### src/common/rsg_pkg.sv
// constants and types shared by the reset and system clock generator
// How it works
// [RULE_01] power-on or brown-out from the power unit asserts power_on_reset_n, clearing everything.
// [RULE_02] leaving Shutdown counts as power-on and asserts power_on_reset_n.
// [RULE_03] system_reset_n follows power-on, watchdog, lockup, software/debugger request, reset pin.
// [RULE_04] core lockup is ignored while a debugger is connected.
// [RULE_05] setting software_reset_request in core_reset_control_reg causes a system reset.
// [RULE_06] external_reset_pin_n is driven low while a system reset is generated.
// [RULE_07] system reset spares debug, keys, RTC, power unit and some clock registers.
// [RULE_08] every internal reset source is stretched to at least 20 us.
// [RULE_09] a reset from the pad lasts as long as the pad is held low.
// [RULE_10] root clock chosen from fast RC, crystal-locked PLL or crystal direct.
// [RULE_11] slow clock chosen from slow RC, slow crystal or root divided by 512.
// [RULE_12] software avoids the root/512 slow clock for Deepstop peripherals.
// [RULE_13] software picks PLL or crystal root before using the radio.
// [RULE_14] root clock is accurate only once crystal runs and PLL locks; with the crystal-direct root the code flags it accurate once the crystal runs.
// [RULE_15] after reset the root clock is divided by four; code 010 divides by three if a system reset keeps the crystal-direct root.
// [RULE_16] divider codes 000, 001, 010 give 1, 2, and 4 or 3 with crystal.
// [RULE_17] codes 011 to 110 give 8..64 or 6..48; not used with radio active.
// [RULE_18] software keeps system_clock at or above radio_clock.
// [RULE_19] divider changes only at a period boundary, never a short phase.
package rsg_pkg;
    // ************************************************
    // timing
    // ************************************************
    localparam int SYS_CLK_KHZ = 25000;
    localparam int STRETCH_NS = 20000;
    localparam int STRETCH_CYC = (STRETCH_NS * SYS_CLK_KHZ + 999999) / 1000000;
    localparam int SLOW_DIV = 512;
    localparam int SLOW_DIV_W = $clog2(SLOW_DIV);
    // ************************************************
    // register map
    // ************************************************
    localparam logic [3:0] OFS_CLK_CFG = 4'h0;
    localparam logic [3:0] OFS_RST_CTRL = 4'h4;
    localparam logic [3:0] OFS_STATUS = 4'h8;
    localparam int CFG_DIV_LSB = 0;
    localparam int CFG_ROOT_LSB = 4;
    localparam int CFG_SLOW_LSB = 8;
    localparam int RST_SWREQ_BIT = 0;
    localparam int STA_CAUSE_LSB = 0;
    localparam int STA_ACC_BIT = 8;
    localparam int STA_RADIO_BIT = 9;
    localparam int STA_DBG_BIT = 10;
    localparam logic [2:0] DIV_RST = 3'h2;
    localparam logic [6:0] DIV_RST_RATIO = 7'h04;
    localparam logic [4:0] CAUSE_RST = 5'h10;
    // ************************************************
    // types
    // ************************************************
    typedef enum logic [1:0] {
        ROOT_FAST_RC = 2'b00,
        ROOT_PLL = 2'b01,
        ROOT_XTAL = 2'b10
    } rsg_root_type;
    typedef enum logic [1:0] {
        SLOW_RC = 2'b00,
        SLOW_XTAL = 2'b01,
        SLOW_ROOTDIV = 2'b10
    } rsg_slow_type;
    typedef struct packed {
        logic por;
        logic pad;
        logic sw;
        logic lockup;
        logic wdg;
    } rsg_cause_type;
    typedef struct packed {
        logic [2:0] div_sel;
        rsg_root_type root;
        rsg_slow_type slow;
    } rsg_clk_cfg_type;
endpackage

### src/rtl/rsg_top.sv
// reset generation, clock selection and system clock division
//
// The register addresses and the Avalon-MM register port were left to the implementer.
`timescale 1ns/1ps
module rsg_top (
    input wire logic I_SYS_CLK,
    input wire logic I_RST,
    input wire logic I_POR_BOR,
    input wire logic I_SHUTDOWN_EXIT,
    input wire logic I_WDG_TIMEOUT,
    input wire logic I_CORE_LOCKUP,
    input wire logic I_DBG_CONNECTED,
    input wire logic I_DBG_RESET_REQ,
    input wire logic I_EXTERNAL_RESET_PIN_N,
    output logic O_EXTERNAL_RESET_PIN_OUT,
    output logic O_EXTERNAL_RESET_PIN_OE,
    output logic O_POWER_ON_RESET_N,
    output logic O_SYSTEM_RESET_N,
    input wire logic I_XTAL_READY,
    input wire logic I_PLL_LOCKED,
    input wire logic I_SLOW_RC_TICK,
    input wire logic I_SLOW_XTAL_TICK,
    input wire logic I_DEEPSTOP,
    output logic [1:0] O_ROOT_SEL,
    output logic [1:0] O_SLOW_SEL,
    output logic O_SLOW_TICK,
    output logic O_SYSCLK,
    output logic O_SYSCLK_EN,
    output logic O_CLK_ACCURATE,
    output logic O_RADIO_CLK_OK,
    input wire logic [3:0] I_AVS_ADDRESS,
    input wire logic I_AVS_READ,
    input wire logic I_AVS_WRITE,
    input wire logic [3:0] I_AVS_BYTEENABLE,
    input wire logic [31:0] I_AVS_WRITEDATA,
    output logic [31:0] O_AVS_READDATA,
    output logic O_AVS_WAITREQUEST
);
    logic por_src;
    logic por_active;
    logic lockup_eff;
    logic int_src;
    logic int_active;
    logic pad_ext_low;
    logic sys_active;
    logic sw_req;
    logic bus_req;
    logic ack;
    logic wr_en;
    logic accurate;
    logic rootdiv_tick;
    logic [31:0] rd_mux;
    logic [rsg_pkg::SLOW_DIV_W-1:0] slow_cnt;
    rsg_pkg::rsg_clk_cfg_type cfg;
    rsg_pkg::rsg_cause_type cause;
    rsg_pkg::rsg_cause_type cause_set;

    // ************************************************
    // reset sources
    // ************************************************
    assign por_src = I_POR_BOR | I_SHUTDOWN_EXIT; // RULE_01 RULE_02
    assign lockup_eff = I_CORE_LOCKUP & ~I_DBG_CONNECTED; // RULE_04
    assign int_src = I_WDG_TIMEOUT | lockup_eff | sw_req | I_DBG_RESET_REQ; // RULE_03
    // own drive would read back as low, so the pad only counts while released
    assign pad_ext_low = ~I_EXTERNAL_RESET_PIN_N & ~O_EXTERNAL_RESET_PIN_OE; // RULE_09
    assign sys_active = por_active | int_active | pad_ext_low; // RULE_03

    rsg_stretch #(
        .COUNT(rsg_pkg::STRETCH_CYC),
        .START_ACTIVE(1'b1)
    ) u_por_stretch (
        .i_clk(I_SYS_CLK),
        .i_rst(I_RST),
        .i_trig(por_src),
        .o_active(por_active)
    );

    rsg_stretch #(
        .COUNT(rsg_pkg::STRETCH_CYC),
        .START_ACTIVE(1'b0)
    ) u_int_stretch (
        .i_clk(I_SYS_CLK),
        .i_rst(I_RST),
        .i_trig(int_src),
        .o_active(int_active)
    );

    always_ff @(posedge I_SYS_CLK or posedge I_RST) begin
        if (I_RST) begin
            O_POWER_ON_RESET_N <= 1'b0;
            O_SYSTEM_RESET_N <= 1'b0;
            O_EXTERNAL_RESET_PIN_OE <= 1'b1;
        end else begin
            O_POWER_ON_RESET_N <= ~por_active; // RULE_01
            O_SYSTEM_RESET_N <= ~sys_active; // RULE_03
            O_EXTERNAL_RESET_PIN_OE <= por_active | int_active; // RULE_06
        end
    end

    assign O_EXTERNAL_RESET_PIN_OUT = 1'b0; // RULE_06

    // ************************************************
    // register bus
    // ************************************************
    assign bus_req = I_AVS_READ | I_AVS_WRITE;
    assign O_AVS_WAITREQUEST = bus_req & ~ack;
    assign wr_en = I_AVS_WRITE & ack;

    always_ff @(posedge I_SYS_CLK or posedge I_RST) begin
        if (I_RST) begin
            ack <= 1'b0;
        end else begin
            ack <= bus_req & ~ack;
        end
    end

    always_comb begin
        rd_mux = '0;
        unique case (I_AVS_ADDRESS)
            rsg_pkg::OFS_CLK_CFG: begin
                rd_mux[rsg_pkg::CFG_DIV_LSB +: 3] = cfg.div_sel;
                rd_mux[rsg_pkg::CFG_ROOT_LSB +: 2] = cfg.root;
                rd_mux[rsg_pkg::CFG_SLOW_LSB +: 2] = cfg.slow;
            end
            rsg_pkg::OFS_RST_CTRL: begin
                rd_mux[rsg_pkg::RST_SWREQ_BIT] = sw_req;
            end
            rsg_pkg::OFS_STATUS: begin
                rd_mux[rsg_pkg::STA_CAUSE_LSB +: 5] = cause;
                rd_mux[rsg_pkg::STA_ACC_BIT] = O_CLK_ACCURATE;
                rd_mux[rsg_pkg::STA_RADIO_BIT] = O_RADIO_CLK_OK;
                rd_mux[rsg_pkg::STA_DBG_BIT] = I_DBG_CONNECTED;
            end
            default: rd_mux = '0;
        endcase
    end

    always_ff @(posedge I_SYS_CLK or posedge I_RST) begin
        if (I_RST) begin
            O_AVS_READDATA <= '0;
        end else if (bus_req && !ack) begin
            O_AVS_READDATA <= rd_mux;
        end
    end

    // ************************************************
    // reset control and cause registers
    // ************************************************
    // the request clears itself through the very reset it causes
    always_ff @(posedge I_SYS_CLK or posedge I_RST) begin
        if (I_RST) begin
            sw_req <= 1'b0;
        end else if (sys_active) begin
            sw_req <= 1'b0;
        end else if (wr_en && I_AVS_ADDRESS == rsg_pkg::OFS_RST_CTRL
                     && I_AVS_BYTEENABLE[0] && I_AVS_WRITEDATA[rsg_pkg::RST_SWREQ_BIT]) begin
            sw_req <= 1'b1; // RULE_05
        end
    end

    always_comb begin
        cause_set.por = por_src;
        cause_set.pad = pad_ext_low;
        cause_set.sw = sw_req | I_DBG_RESET_REQ;
        cause_set.lockup = lockup_eff;
        cause_set.wdg = I_WDG_TIMEOUT;
    end

    // cause flags survive system reset; write one clears, a new event wins
    always_ff @(posedge I_SYS_CLK or posedge I_RST) begin
        if (I_RST) begin
            cause <= rsg_pkg::CAUSE_RST;
        end else if (wr_en && I_AVS_ADDRESS == rsg_pkg::OFS_STATUS && I_AVS_BYTEENABLE[0]) begin
            cause <= (cause & ~I_AVS_WRITEDATA[rsg_pkg::STA_CAUSE_LSB +: 5]) | cause_set;
        end else begin
            cause <= cause | cause_set;
        end
    end

    // ************************************************
    // clock configuration
    // ************************************************
    // source selects are kept across system reset, only power-on clears them
    always_ff @(posedge I_SYS_CLK or posedge I_RST) begin
        if (I_RST) begin
            cfg.root <= rsg_pkg::ROOT_FAST_RC;
            cfg.slow <= rsg_pkg::SLOW_RC;
        end else if (por_active) begin
            cfg.root <= rsg_pkg::ROOT_FAST_RC; // RULE_07
            cfg.slow <= rsg_pkg::SLOW_RC;
        end else if (wr_en && I_AVS_ADDRESS == rsg_pkg::OFS_CLK_CFG) begin
            if (I_AVS_BYTEENABLE[0] && I_AVS_WRITEDATA[rsg_pkg::CFG_ROOT_LSB +: 2] != 2'h3) begin
                cfg.root <= rsg_pkg::rsg_root_type'(I_AVS_WRITEDATA[rsg_pkg::CFG_ROOT_LSB +: 2]);
            end
            if (I_AVS_BYTEENABLE[1] && I_AVS_WRITEDATA[rsg_pkg::CFG_SLOW_LSB +: 2] != 2'h3) begin
                cfg.slow <= rsg_pkg::rsg_slow_type'(I_AVS_WRITEDATA[rsg_pkg::CFG_SLOW_LSB +: 2]);
            end
        end
    end

    always_ff @(posedge I_SYS_CLK or posedge I_RST) begin
        if (I_RST) begin
            cfg.div_sel <= rsg_pkg::DIV_RST;
        end else if (sys_active) begin
            cfg.div_sel <= rsg_pkg::DIV_RST; // RULE_15 RULE_07
        end else if (wr_en && I_AVS_ADDRESS == rsg_pkg::OFS_CLK_CFG && I_AVS_BYTEENABLE[0]) begin
            cfg.div_sel <= I_AVS_WRITEDATA[rsg_pkg::CFG_DIV_LSB +: 3];
        end
    end

    rsg_clk_div #(
        .DIV_W(7)
    ) u_div (
        .i_clk(I_SYS_CLK),
        .i_rst(I_RST),
        .i_sel(cfg.div_sel),
        .i_xtal_direct(cfg.root == rsg_pkg::ROOT_XTAL),
        .o_clk(O_SYSCLK),
        .o_en(O_SYSCLK_EN)
    );

    // shared RC/PLL block is only trimmed once the crystal runs and PLL locks
    always_comb begin
        unique case (cfg.root)
            rsg_pkg::ROOT_XTAL: accurate = I_XTAL_READY;
            default: accurate = I_XTAL_READY & I_PLL_LOCKED; // RULE_14
        endcase
    end

    // root/512 has no Deepstop source, so it simply stops there
    assign rootdiv_tick = (slow_cnt == '1) & ~I_DEEPSTOP; // RULE_12

    always_ff @(posedge I_SYS_CLK or posedge I_RST) begin
        if (I_RST) begin
            slow_cnt <= '0;
        end else if (!I_DEEPSTOP) begin
            slow_cnt <= slow_cnt + rsg_pkg::SLOW_DIV_W'(1); // RULE_11
        end
    end

    always_ff @(posedge I_SYS_CLK or posedge I_RST) begin
        if (I_RST) begin
            O_SLOW_TICK <= 1'b0;
            O_CLK_ACCURATE <= 1'b0;
            O_RADIO_CLK_OK <= 1'b0;
            O_ROOT_SEL <= 2'h0;
            O_SLOW_SEL <= 2'h0;
        end else begin
            unique case (cfg.slow)
                rsg_pkg::SLOW_XTAL: O_SLOW_TICK <= I_SLOW_XTAL_TICK;
                rsg_pkg::SLOW_ROOTDIV: O_SLOW_TICK <= rootdiv_tick;
                default: O_SLOW_TICK <= I_SLOW_RC_TICK; // RULE_11
            endcase
            O_CLK_ACCURATE <= accurate;
            O_RADIO_CLK_OK <= accurate & (cfg.root != rsg_pkg::ROOT_FAST_RC); // RULE_13
            O_ROOT_SEL <= cfg.root; // RULE_10
            O_SLOW_SEL <= cfg.slow;
        end
    end
endmodule

### src/rtl/rsg_stretch.sv
// reset pulse stretcher with a minimum active length
`timescale 1ns/1ps
module rsg_stretch #(
    parameter int COUNT = rsg_pkg::STRETCH_CYC,
    parameter bit START_ACTIVE = 1'b0
) (
    input wire logic i_clk,
    input wire logic i_rst,
    input wire logic i_trig,
    output logic o_active
);
    localparam int CW = $clog2(COUNT + 1);
    localparam logic [CW-1:0] CNT_LOAD = CW'(COUNT);
    localparam logic [CW-1:0] CNT_INIT = START_ACTIVE ? CW'(COUNT) : '0;
    logic [CW-1:0] cnt;

    // reload on every trigger cycle so the tail always counts from release
    always_ff @(posedge i_clk or posedge i_rst) begin
        if (i_rst) begin
            cnt <= CNT_INIT;
        end else if (i_trig) begin
            cnt <= CNT_LOAD; // RULE_08
        end else if (cnt != '0) begin
            cnt <= cnt - CW'(1);
        end
    end

    assign o_active = i_trig | (cnt != '0);
endmodule

### src/rtl/rsg_clk_div.sv
// system clock divider with boundary-aligned ratio change
`timescale 1ns/1ps
module rsg_clk_div #(
    parameter int DIV_W = 7
) (
    input wire logic i_clk,
    input wire logic i_rst,
    input wire logic [2:0] i_sel,
    input wire logic i_xtal_direct,
    output logic o_clk,
    output logic o_en
);
    logic [DIV_W-1:0] div;
    logic [DIV_W-1:0] cnt;
    logic [DIV_W-1:0] next_cnt;
    logic [DIV_W-1:0] next_div;
    logic wrap;

    function automatic logic [DIV_W-1:0] ratio(input logic [2:0] sel, input logic x);
        int r;
        unique case (sel)
            3'h0: r = 1;
            3'h1: r = 2;
            3'h2: r = x ? 3 : 4; // RULE_16
            3'h3: r = x ? 6 : 8; // RULE_17
            3'h4: r = x ? 12 : 16;
            3'h5: r = x ? 24 : 32;
            default: r = x ? 48 : 64;
        endcase
        return DIV_W'(r);
    endfunction

    assign wrap = (cnt == div - DIV_W'(1));

    // new ratio is only loaded at wrap, so no phase gets cut short
    always_comb begin
        next_cnt = wrap ? '0 : cnt + DIV_W'(1);
        next_div = wrap ? ratio(i_sel, i_xtal_direct) : div; // RULE_19
    end

    always_ff @(posedge i_clk or posedge i_rst) begin
        if (i_rst) begin
            cnt <= '0;
            div <= DIV_W'(rsg_pkg::DIV_RST_RATIO); // RULE_15
        end else begin
            cnt <= next_cnt;
            div <= next_div;
        end
    end

    // high for the first half (rounded up) of each period
    always_ff @(posedge i_clk or posedge i_rst) begin
        if (i_rst) begin
            o_clk <= 1'b1;
            o_en <= 1'b1;
        end else begin
            o_clk <= next_cnt < ((next_div + DIV_W'(1)) >> 1);
            o_en <= next_cnt == '0;
        end
    end
endmodule

### config.mk
export PLATFORM = sky130hd
export DESIGN_NAME = rsg_top
export DESIGN_NICKNAME = d
export VERILOG_FILES = /design/src/common/rsg_pkg.sv /design/src/rtl/rsg_top.sv /design/src/rtl/rsg_stretch.sv /design/src/rtl/rsg_clk_div.sv
export SDC_FILE = /design/constraint.sdc
export NUM_CORES = 1
export LEC_CHECK = 0
export ABC_CLOCK_PERIOD_IN_PS = 4530
export BUFFER_PORTS_ARGS = -buffer_cell sky130_fd_sc_hd__buf_2
export CAP_MARGIN = 20
export CORE_MARGIN = 5
export CORE_UTILIZATION = 45
export DETAILED_ROUTE_END_ITERATION = 10
export PLACE_DENSITY = 0.7
export SLEW_MARGIN = 10
export SYNTH_ARGS = -nofsm -noshare
export SYNTH_HDL_FRONTEND = slang
export SYNTH_SLANG_ARGS = --single-unit
### constraint.sdc
create_clock -name I_SYS_CLK -period 4.53 [get_ports I_SYS_CLK]
set_input_delay 0.906 -clock I_SYS_CLK [delete_from_list [all_inputs] [get_ports I_SYS_CLK]]
set_output_delay 0.906 -clock I_SYS_CLK [all_outputs]
set_load 0.01 [all_outputs]
* Word level (Yosys, flattened, before mapping) *
Index checks and enable logic that the tools add are counted.

word-level totals
  flip-flop bits (word level) = 76
  bits in latches = 0
  bits in writable memories = 0
  ROM bits = 0
  input bits = 56
  output and inout port bits = 46
  logic and storage cells = 131
  memories = 0

cells by class
  add/subtract/negate cells = 6
  $mul = 0
  div/mod/pow operators = 0
  order comparisons = 1
  equal/unequal tests = 14
  shift-type cells = 0
  multiplexer cells = 30
  bitwise operators = 28
  reduce and logical (&&, ||, !) cells = 26

operators by type and width
  cell                 count
  $pmux 7 s6           1
  $mux 9               4
  $mux 7               3
  $reduce_bool 9->1    2
  $sub 9x1->9 const B  2
  $reduce_bool 2->1    8
  $add 7x1->7 const B  2
  $mux 4               3
  $logic_and 1x1->1    10
  $mux 5               2
  $or 1x1->1           10
  $or 5x5->5           2
  $add 9x1->9 const B  1
  $eq 9x9->1 const B   1
  $mux 3               3
  $pmux 2 s2           2
  $and 1x1->1          7
  $eq 7x7->1           1
  $logic_not 7->1      1
  $lt 7x6->1           1
  $not 1->1            7
  $sub 7x1->7 const B  1
  $eq 3x2->1 const B   2
  $eq 3x3->1 const B   2
  other kinds (17)     27

* Longest topological paths before layout *
Gate-level depths: netlist (run 1).

  depth after elaboration = 9
  mapped depth = 18
  mapped depth without buffers = 18

* Modules after synthesis *
From an unflattened synthesis (run 1), not the netlist that was laid out.

unflattened totals
  cell total of the unflattened synthesis = 438
  area total of the unflattened synthesis = 4237.8 µm²

modules (own cells, without submodules)
  module                       instances  cells an instance  area each (µm²)  sequential area each (µm²)
  rsg_top                      1          185                1975.6           1054.8
  rsg_clk_div                  1          151                1276.2           404.1
  rsg_stretch (u_por_stretch)  1          51                 496.7            232.7
  rsg_stretch (u_int_stretch)  1          51                 489.2            225.2

* Least setup slack after synthesis (run 1) *
OpenSTA, ideal clock, no wires.

  path kind = reg2reg
  start point = register u_div.div[0]
  end point = register u_div.o_clk
  setup time = 99 ps
  data arrival time = 3607 ps
  data required time = 4431 ps
  setup slack = 824 ps
  stages on the path, launching flop included = 19
  path buffers = 0
  clock period less this slack = 3706 ps
  cells stage by stage = dfrtp_1 -> inv_1 -> ha_1 -> and2_1 -> nand2_1 -> a2111oi_0 -> o221ai_2 -> a2111o_1 -> o21ai_0 -> ha_1 -> nand3_1 -> or2_2 -> xor2_1 -> nand2_1 -> o21ai_0 -> ha_1 -> nand2_1 -> o21ai_0 -> a221oi_1

between the ends
  word-level cells in the longest chain between the ends = 5
  elaborated cells between the ends (all ways) = 6
  those cells by class = 2 x add/sub; 1 x order compare; 1 x eq/ne; 2 x mux

RTL lines
  what                      RTL line           source
  start: declaration        rsg_clk_div.sv:13  logic [DIV_W-1:0] div;
  start signal: assignment  rsg_clk_div.sv:44  div <= DIV_W'(rsg_pkg::DIV_RST_RATIO);
  start signal: assignment  rsg_clk_div.sv:47  div <= next_div;
  $sub 7x1->7               rsg_clk_div.sv:33  assign wrap = (cnt == div - DIV_W'(1));
  $eq 7x7->1                rsg_clk_div.sv:33
  $mux 7 (*)                rsg_clk_div.sv:38  next_div = wrap ? ratio(i_sel, i_xtal_direct) : div;
  via u_div.next_div[0]     rsg_clk_div.sv:16  logic [DIV_W-1:0] next_div;
  $add 7x1->7 (*)           rsg_clk_div.sv:57  o_clk <= next_cnt < ((next_div + DIV_W'(1)) >> 1);
  $lt 7x6->1 (*)            rsg_clk_div.sv:57
  end signal: assignment    rsg_clk_div.sv:57
  end: declaration          rsg_clk_div.sv:10  output logic o_clk,

The timed path passes the listed nets; every way through them passes the cells marked *.
A chain may end at the register's enable or synchronous reset.

* Worst setup path after layout (run 1) *
Same ends and word-level chain as after synthesis.

==> results.txt, run 1 <==
Core area - 8760 um^2
Via count - 3,073
I/O Pins - 102
Area delta synth->final - 12.3%
FF-to-FF path depth - 18
RSZ-0062 raised after global routing - no
Yosys cell types - 59
EDFF count, synth - 0
Remaining Overflow, GRT - 0
Max stage delay on crit path - 0.43 ns
Vias in the first global route - 3,065
Status - completed
#FFs+latches synth - 76
Crit path max-delay family - compound AO/OA/AOI/OAI gates
Commonest non-fill, non-tap cell in the layout - dfrtp_1
Cell row count - 34
I/O Buffers - 51
First-pass GRT wire length - 14.5 mm
Clk Latency, worst-skew pair - 0.36 ns
Max frequency - 0.244 GHz
CTS Buf Count - 9
Rel. slew slack - 38.3%
VDD IR-drop max - 142 uV
Diode count - 0
Most frequent cells in the layout - 64 x dfrtp_1, 51 x buf_2, 44 x nand2_1
H-tree lvl count - 3
Period utilization - 90.5%
RD Place Congestion - 0.844
Drt drc - 0
Hold Path Depth - 2
CP Launch Type - flip-flop
CP max FO - 6
Initial antenna violation count - 0
Sequential element share of the synthesized area - 47.1%
Setup TNS - 0 ns
Critical path arrival - 4.34 ns
Number of fill cells - 776
WL final - 8.17 mm
Final setup viols - 0
Initial core utilization - 46.4%
Initial DRC count - 109
Worst hold slack - 0.464 ns
Fin Clk Skew - 0.0121 ns
Post-layout util - 52.1%
Synthesis Warnings - 0
Die Y - 105 um
TritonCTS clock tree - done
Cells after Synth - 420
Reg-to-reg endpoint - u_div.o_clk
Dpl hpwl - 6.11 mm
Critical Path RT - 4.77 ns
Clock-pin slew on the worst setup and hold paths - 0.07 ns
Final count of hold timing violations - 0
Lkg Pwr - 2.07 nW
Layout cells sized above 1 - 22.2%
Die X - 105 um
Critical path, cell by cell - inv_1, ha_1, and2_1, nand2_1, a2111oi_1, o221ai_2, a2111o_1, o21ai_0, ha_1, nand3_1, or2_2, xor2_1, nand2_1, o21ai_0, ha_1, nand2_1, o21ai_0, a221oi_1
Max Slew Vio Count - 0
ANT nets after route - 0
GRT Util Overall - 15.8%
Avg WL per Cell - 14.0 um
R2R setup slack - 0.43 ns
Hold Buf Count CTS - 0
Reg2Reg Launch Point - u_div.div[0]
Pwr Total - 1.43 mW
Worst setup EP type - flip-flop
Area of the die - 11,000 um^2
Hold Startpoint - cause[4]
CTS Sinks - 76
Power Density - 312 nW/um^2
Drt pass-1 iters - 5
MaxCap Viol Count - 0
Non-filler cells, final - 585
Worst Path Buf+Inv - 1
Synth Flop Type - dfrtp_1
Hold/Removal Path Class - reg -> reg
Least-Margin Pin Slew - 0.918 ns
Vias per cell - 5.25
Nets - 542
Slowest CP cell - dfrtp_1
Post-layout min period - 4.10 ns
Placed cells - 568
Hold Crit Endpoint - cause[4]
Largest net degree at the start of global routing - 44
Mean area per synthesized cell - 9.68 um^2
CTS Buffer Depth - 2
Synthesized area - 4070 um^2
Post-synth ARST share - 100%
Critical path class - reg -> reg
Root cell of the clock tree - clkbuf_8
## worst max path at each step
stage	end	cells after the start	slack, ns	from
6_report	u_div.o_clk	18	0.43	u_div.div[0]
5_1_grt	u_div.o_clk	18	0.02	u_div.div[0]
4_1_cts	u_div.o_clk	18	0.26	u_div.div[0]
3_5_place_dp	u_div.o_clk	18	0.29	u_div.div[0]
3_3_place_gp	u_div.o_clk	18	0.35	u_div.div[0]
2_1_floorplan	u_div.o_clk	18	0.82	u_div.div[0]
## worst min-delay path, delay by kind of cell (launching register included)
family | cells | cell delay, ns
flops | 1 | 0.37
simple gates | 2 | 0.10
## cell usage after synthesis (3+ instances only)
cell	n	share of area (%)
mux2_2	5	1.4
a21o_1	3	0.55
ha_1	14	4.3
buf_4	24	4.4
xor2_1	12	2.6
dfstp_2	12	7.8
o21a_1	3	0.55
and2_1	7	1.1
nor2_1	39	3.6
nand2_1	44	4.1
a21oi_1	7	0.86
o21ai_0	23	2.8
nand3_1	18	2.2
nand4_1	5	0.77
clkbuf_1	13	1.2
or2_2	3	0.46
a22oi_1	5	0.92
dfrtp_1	64	39
a211o_1	3	0.65
nand2b_1	5	0.77
nor2b_1	6	0.92
xnor2_1	20	4.3
a211oi_1	3	0.55
nor4_1	3	0.46
and3_1	6	0.92
nor3_1	12	1.5
inv_1	15	1.4
## power breakdown
group / total [mW] / internal [mW] / switching [mW]
Clock: 0.530 / 0.286 / 0.244
Sequential: 0.759 / 0.721 / 0.0374
Combinational: 0.139 / 0.0609 / 0.0785
Total: 1.43 / 1.07 / 0.359
## area by class of cell
type / count / area (um^2) / share of cell area [%]
Multi-Input combinational cell: 311 / 1950 / 42.6
Sequential cell: 76 / 1920 / 41.9
Timing Repair Buffer: 57 / 300 / 6.57
Clock buffer: 13 / 159 / 3.48
Tap cell: 108 / 135 / 2.96
Inverter: 17 / 63.8 / 1.40
Clock inverter: 3 / 46.3 / 1.01
## metal layers
layer,vias to the layer above,track usage [%],wire length (um)
li1,1506,-,-
met3,7,4.99,489
met2,80,25.7,3990
met5,-,0,0
met1,1480,20.5,3620
met4,0,4.02,65
## flip-flops by register name, summed over array words and instances (netlist names), 2 cells and up
name / cells
O_SLOW_SEL: 2
slow_cnt: 9
u_por_stretch.cnt: 9
u_div.div: 7
cause: 5
O_ROOT_SEL: 2
u_div.cnt: 7
O_AVS_READDATA: 9
u_int_stretch.cnt: 9
cfg: 7
## per-stage QoR
stage                     area [um^2]  worst slack (ns)
after global placement           4350             0.353
after detailed placement         4350             0.294
after floorplan                  4150             0.824
final                            4570             0.428
after CTS                        4560             0.257
after global routing             4570            0.0233
## kinds of logic (layout without fill, tap and decap cells)
| kind of cell | after synthesis | in the layout | share of synthesized area (%) |
|---|---|---|---|
| fa+ha+maj | 14 | 14 | 4.31 |
| compound gates | 70 | 70 | 11.9 |
| simple gates | 163 | 163 | 19.8 |
| other cells | 1 | 24 | 0.0922 |
| xor+xnor | 33 | 33 | 7.44 |
| flops | 76 | 76 | 47.1 |
| buf+inv | 56 | 90 | 7.41 |
| mux | 7 | 7 | 1.88 |
## repair_timing
| item | CTS | global route |
|---|---|---|
| buffers inserted | 0 | 1 |
| gates resized for setup | 0 | 2 |
| hold endpoints to repair | 0 | 0 |
| endpoints found under the setup margin | 0 | 1 |
(Power assumes the default switching activity.)
==> run 2, diff against run 1 <==
PLACE_DENSITY = 0.66   (was 0.7)
==> results.txt, run 2 (synthesis results as in run 1) <==
Status - completed
Critical path class - reg -> reg
Initial DRC count - 93 (-15%)
Avg WL per Cell - 14.2 um (+1.4%)
Dpl cell area - 4340 um^2 (-0.35%)
ANT nets after route - 0 (unchanged)
Sequential Power Share - 55.5% (+2.4 points)
Area delta synth->final - 12.0%
RD Place Congestion - 0.793 (-6.0%)
Drt pass-1 iters - 4 (-1)
Root cell of the clock tree - clkbuf_8
Core area - 8760 um^2 (unchanged)
Vias per cell - 5.13 (-2.4%)
Psw - 0.353 mW (-1.8%)
Layout cells sized above 1 - 22.2% (unchanged)
Slowest CP cell - a2111oi_0
Max frequency - 0.237 GHz (-3.0%)
Hold Buf Count CTS - 0 (unchanged)
CTS Buffer Depth - 2 (unchanged)
Clk Latency, worst-skew pair - 0.33 ns (-0.03 ns)
Sw frac - 25.8% (+0.66 points)
CP Launch Type - flip-flop
Levels on crit path - 19 (+1)
Largest net degree at the start of global routing - 48 (+9.1%)
Via count - 3,000 (-2.4%)
Critical Path RT - 4.76 ns (about the same)
Combinational group share of total power - 10.3% (+0.5 points)
Clock power share - 34.2% (-2.9 points)
Critical path, cell by cell - inv_1, ha_1, and2_1, nand2_1, a2111oi_0, o221ai_2, buf_4, a2111o_1, o21ai_0, ha_1, nand3_1, or2_2, xor2_1, nand2_1, o21ai_0, ha_1, nand2_1, o21ai_0, a221oi_1
Die X - 105 um (unchanged)
Crit path max-delay family - compound AO/OA/AOI/OAI gates
Final count of hold timing violations - 0 (unchanged)
Nets - 542 (unchanged)
Post-layout min period - 4.23 ns (+0.125 ns)
Critical path arrival - 4.46 ns (+0.12 ns)
I/O Pins - 102 (unchanged)
Reg-to-reg endpoint - u_div.o_clk
VDD IR-drop max - 166 uV (+17%)
Final setup viols - 0 (unchanged)
CTS Sinks - 76 (unchanged)
Drt drc - 0 (unchanged)
Reg2Reg Launch Point - u_div.div[0]
First-pass GRT wire length - 14.1 mm (-2.6%)
Commonest non-fill, non-tap cell in the layout - dfrtp_1
Post-layout util - 52.0% (-0.16 points)
Worst setup EP type - flip-flop
Most frequent cells in the layout - 64 x dfrtp_1, 51 x buf_2, 44 x nand2_1
Die Y - 105 um (unchanged)
Power Density - 300 nW/um^2 (-4.0%)
Diode count - 0 (unchanged)
Clock-pin slew on the worst setup and hold paths - 0.08 ns (about the same)
Number of fill cells - 828 (+6.7%)
Dpl hpwl - 6.22 mm (+1.7%)
GRT Util Overall - 15.4% (-0.38 points)
TritonCTS clock tree - done
I/O Buffers - 51 (unchanged)
Vias in the first global route - 3,002 (-2.1%)
Setup TNS - 0 ns (unchanged)
Worst hold slack - 0.456 ns (-0.00858 ns)
Cell-internal power - 1.01 mW (-5.1%)
Period utilization - 93.3% (+2.8 points)
Cell row count - 34 (unchanged)
Area of the die - 11,000 um^2 (unchanged)
Post-route cell area - 4560 um^2 (-0.30%)
MaxCap Viol Count - 0 (unchanged)
FF-to-FF path depth - 19 (+1)
Least-Margin Pin Slew - 0.968 ns (+0.0502 ns)
Initial antenna violation count - 1 (+1)
WL final - 8.29 mm (+1.4%)
Hold/Removal Path Class - in -> async
Worst Path Buf+Inv - 2 (+1)
Max Slew Vio Count - 0 (unchanged)
H-tree lvl count - 3 (unchanged)
RSZ-0062 raised after global routing - no
Max stage delay on crit path - 0.50 ns (+0.07 ns)
CTS Buf Count - 9 (unchanged)
CP max FO - 6 (unchanged)
Remaining Overflow, GRT - 0 (unchanged)
Rel. slew slack - 34.9% (-3.4 points)
Fin Clk Skew - 0.0115 ns (-0.000663 ns)
Initial core utilization - 46.4% (unchanged)
R2R setup slack - 0.30 ns (-0.13 ns)
Lkg Pwr - 2.07 nW (-0.30%)
run 2: changes by cell type in the layout (fill, tap and decap cells not counted):
cell / delta
a2111oi_1: -1
clkinv_2: +1
a2111oi_0: +1
buf_12: +1
bufinv_16: -1
buf_4: -1
run 2: cell type report:
type                            count  area, um^2  area share [%]
Sequential cell                    76        1920            42.1
Clock buffer                       13         159            3.49
Inverter                           17        63.8            1.40
Clock inverter                      3        21.3           0.467
Tap cell                          108         135            2.97
Timing Repair Buffer               57         313            6.87
Multi-Input combinational cell    311        1950            42.7
run 2: worst max path at each step:
stage                       from          end  slack, ns
finish              u_div.div[0]  u_div.o_clk       0.30
CTS                 u_div.div[0]  u_div.o_clk       0.28
global route        u_div.div[0]  u_div.o_clk       0.02
detailed placement  u_div.div[4]  u_div.o_clk       0.30
global placement    u_div.div[0]  u_div.o_clk       0.37
floorplan           u_div.div[0]  u_div.o_clk       0.82
run 2: stage by stage:
| stage | instances | worst slack, ns | total power [mW] |
|---|---|---|---|
| global placement | 566 | 0.367 | 0.907 |
| floorplan | 443 | 0.824 | 0.878 |
| CTS | 582 | 0.276 | 1.38 |
| detailed placement | 566 | 0.300 | 0.912 |
| global route | 585 | 0.0165 | 1.44 |
| finish | 585 | 0.303 | 1.37 |
run 2: metal layers:
| metal | part of all wire, % | global-route usage, % | vias to the layer above |
|---|---|---|---|
| li1 | - | - | 1502 |
| met4 | 1.1 | 4.57 | 2 |
| met2 | 46 | 24.6 | 63 |
| met1 | 48 | 20.9 | 1424 |
| met3 | 4.4 | 3.64 | 9 |
| met5 | 0.084 | 0 | - |
run 2: power groups by stage:
stage | Sequential (mW) | Clock [mW] | Combinational [mW]
2_1_floorplan | 0.765 | 0 | 0.113
4_1_cts | 0.758 | 0.482 | 0.142
3_5_place_dp | 0.771 | 0 | 0.142
6_report | 0.758 | 0.467 | 0.141
3_3_place_gp | 0.769 | 0 | 0.137
5_1_grt | 0.767 | 0.515 | 0.163
run 2: worst reg2reg max path, cell delays in order (launching register included):
cell and delay (ns):
dfrtp_1 0.45, inv_1 0.11, ha_1 0.24, and2_1 0.19, nand2_1 0.06, a2111oi_0 0.50, o221ai_2 0.19, buf_4 0.20
a2111o_1 0.28, o21ai_0 0.11, ha_1 0.27, nand3_1 0.15, or2_2 0.33, xor2_1 0.14, nand2_1 0.07, o21ai_0 0.10
ha_1 0.30, nand2_1 0.07, o21ai_0 0.07, a221oi_1 0.30
run 2: what timing repair did:
action,in CTS,in global routing
buffers inserted,0,2
hold endpoints to repair,0,0
gates resized for setup,0,1
endpoints found under the setup margin,0,1
==> run 3, diff against run 2 <==
CTS_BUF_LIST = sky130_fd_sc_hd__clkbuf_8   (was unset)
==> results.txt, run 3 (synthesis results as in run 1) <==
Status - completed
Remaining Overflow, GRT - 0 (unchanged)
VDD IR-drop max - 166 uV (about the same)
Final setup viols - 0 (unchanged)
Post-layout util - 52.0% (unchanged)
H-tree lvl count - 3 (unchanged)
CTS Sinks - 76 (unchanged)
WL final - 8.30 mm (+0.12%)
RD Place Congestion - 0.793 (unchanged)
Die Y - 105 um (unchanged)
Nets - 542 (unchanged)
Core area - 8760 um^2 (unchanged)
Initial DRC count - 93 (unchanged)
Largest net degree at the start of global routing - 48 (unchanged)
R2R setup slack - 0.30 ns (about the same)
Area delta synth->final - 12.0% (unchanged)
Power Density - 299 nW/um^2 (-0.31%)
CTS Buffer Depth - 2 (unchanged)
Initial core utilization - 46.4% (unchanged)
Reg2Reg Launch Point - u_div.div[0]
Drt drc - 0 (unchanged)
Hold/Removal Path Class - in -> async
Most frequent cells in the layout - 64 x dfrtp_1, 51 x buf_2, 44 x nand2_1
Root cell of the clock tree - clkbuf_8
Final count of hold timing violations - 0 (unchanged)
TritonCTS clock tree - done
Via count - 3,000 (unchanged)
Dpl hpwl - 6.22 mm (unchanged)
Layout cells sized above 1 - 22.2% (unchanged)
Max stage delay on crit path - 0.50 ns (about the same)
RSZ-0062 raised after global routing - no
Slowest CP cell - a2111oi_0
Lkg Pwr - 2.07 nW (+0.40%)
Critical path class - reg -> reg
Clock-pin slew on the worst setup and hold paths - 0.08 ns (about the same)
Drt pass-1 iters - 4 (unchanged)
Rel. slew slack - 33.9% (-1.0 points)
Diode count - 0 (unchanged)
Vias in the first global route - 3,002 (unchanged)
First-pass GRT wire length - 14.1 mm (unchanged)
CP Launch Type - flip-flop
Commonest non-fill, non-tap cell in the layout - dfrtp_1
Critical Path RT - 4.76 ns (about the same)
Reg-to-reg endpoint - u_div.o_clk
Critical path, cell by cell - inv_1, ha_1, and2_1, nand2_1, a2111oi_0, o221ai_2, buf_4, a2111o_1, o21ai_0, ha_1, nand3_1, or2_2, xor2_1, nand2_1, o21ai_0, ha_1, nand2_1, o21ai_0, a221oi_1
FF-to-FF path depth - 19 (unchanged)
Worst hold slack - 0.455 ns (-0.000387 ns)
Clk Latency, worst-skew pair - 0.34 ns (about the same)
Avg WL per Cell - 14.2 um (+0.12%)
CTS Buf Count - 9 (unchanged)
Setup TNS - 0 ns (unchanged)
Least-Margin Pin Slew - 0.983 ns (+0.0150 ns)
Max Slew Vio Count - 0 (unchanged)
Cell row count - 34 (unchanged)
I/O Buffers - 51 (unchanged)
Die X - 105 um (unchanged)
Fin Clk Skew - 0.0118 ns (+0.000304 ns)
Area of the die - 11,000 um^2 (unchanged)
Critical path arrival - 4.46 ns (about the same)
Max frequency - 0.237 GHz (about the same)
ANT nets after route - 0 (unchanged)
MaxCap Viol Count - 0 (unchanged)
Initial antenna violation count - 1 (unchanged)
Period utilization - 93.3% (about the same)
GRT Util Overall - 15.4% (unchanged)
CP max FO - 6 (unchanged)
Worst setup EP type - flip-flop
I/O Pins - 102 (unchanged)
Vias per cell - 5.13 (unchanged)
Post-layout min period - 4.23 ns (-0.000291 ns)
==> run 3: cell count changes in the layout (fill, tap and decap cells not counted), sizes merged <==
cell | previous run | this run
inv | 17 | 19
clkbuf | 13 | 11
==> run 3: power breakdown <==
| group | total [mW] | leakage, nW | switching (mW) | internal [mW] |
|---|---|---|---|---|
| Clock | 0.463 | 0.0979 | 0.238 | 0.225 |
| Sequential | 0.758 | 0.934 | 0.0370 | 0.721 |
| Combinational | 0.141 | 1.04 | 0.0788 | 0.0626 |
| Total | 1.36 | 2.07 | 0.353 | 1.01 |
==> run 3: cell type report <==
cell class,instances,area [um^2]
clock buffers,11,151
clock inverters,5,28.8
fillers,828,4210
inverters,17,63.8
multi-input cells,311,1950
flip-flops and latches,76,1920
well taps,108,135
repair buffers,57,313
==> run 3: stage by stage <==
step	std cells	setup WS, ns	instance area, um^2	power [mW]
finish	585	0.303	4560	1.36
CTS	582	0.276	4520	1.38
detailed placement	566	0.300	4340	0.912
global placement	566	0.367	4340	0.907
floorplan	443	0.824	4150	0.878
global route	585	0.0169	4560	1.44
==> run 3: timing repair <==
action | CTS | global route
resized for setup | 0 | 1
endpoints found under the setup margin | 0 | 1
hold buffers | 0 | 0
buffers inserted | 0 | 2
hold endpoints to repair | 0 | 0
==> run 3: routing by layer <==
| metal | track usage, % | routed length (um) |
|---|---|---|
| met3 | 3.64 | 372 |
| met5 | 0 | 7 |
| met1 | 20.9 | 3990 |
| met2 | 24.6 | 3840 |
| met4 | 4.57 | 89 |
==> run 3: worst max-delay path: cells and delay by family (launching register included) <==
family | cells | cell delay, ns
AO/OA/AOI/OAI | 7 | 1.55
AND/OR/NAND/NOR | 6 | 0.87
adder cells (fa/ha/maj) | 3 | 0.81
flip-flops | 1 | 0.45
buffers and inverters | 2 | 0.31
XOR/XNOR | 1 | 0.14
==> run 3: worst max-delay path by stage <==
stage	from	endpoint	slack [ns]	depth (start not counted)
floorplan	u_div.div[0]	u_div.o_clk	0.82	18
global placement	u_div.div[0]	u_div.o_clk	0.37	18
detailed placement	u_div.div[4]	u_div.o_clk	0.30	16
CTS	u_div.div[0]	u_div.o_clk	0.28	18
global route	u_div.div[0]	u_div.o_clk	0.02	19
finish	u_div.div[0]	u_div.o_clk	0.30	19
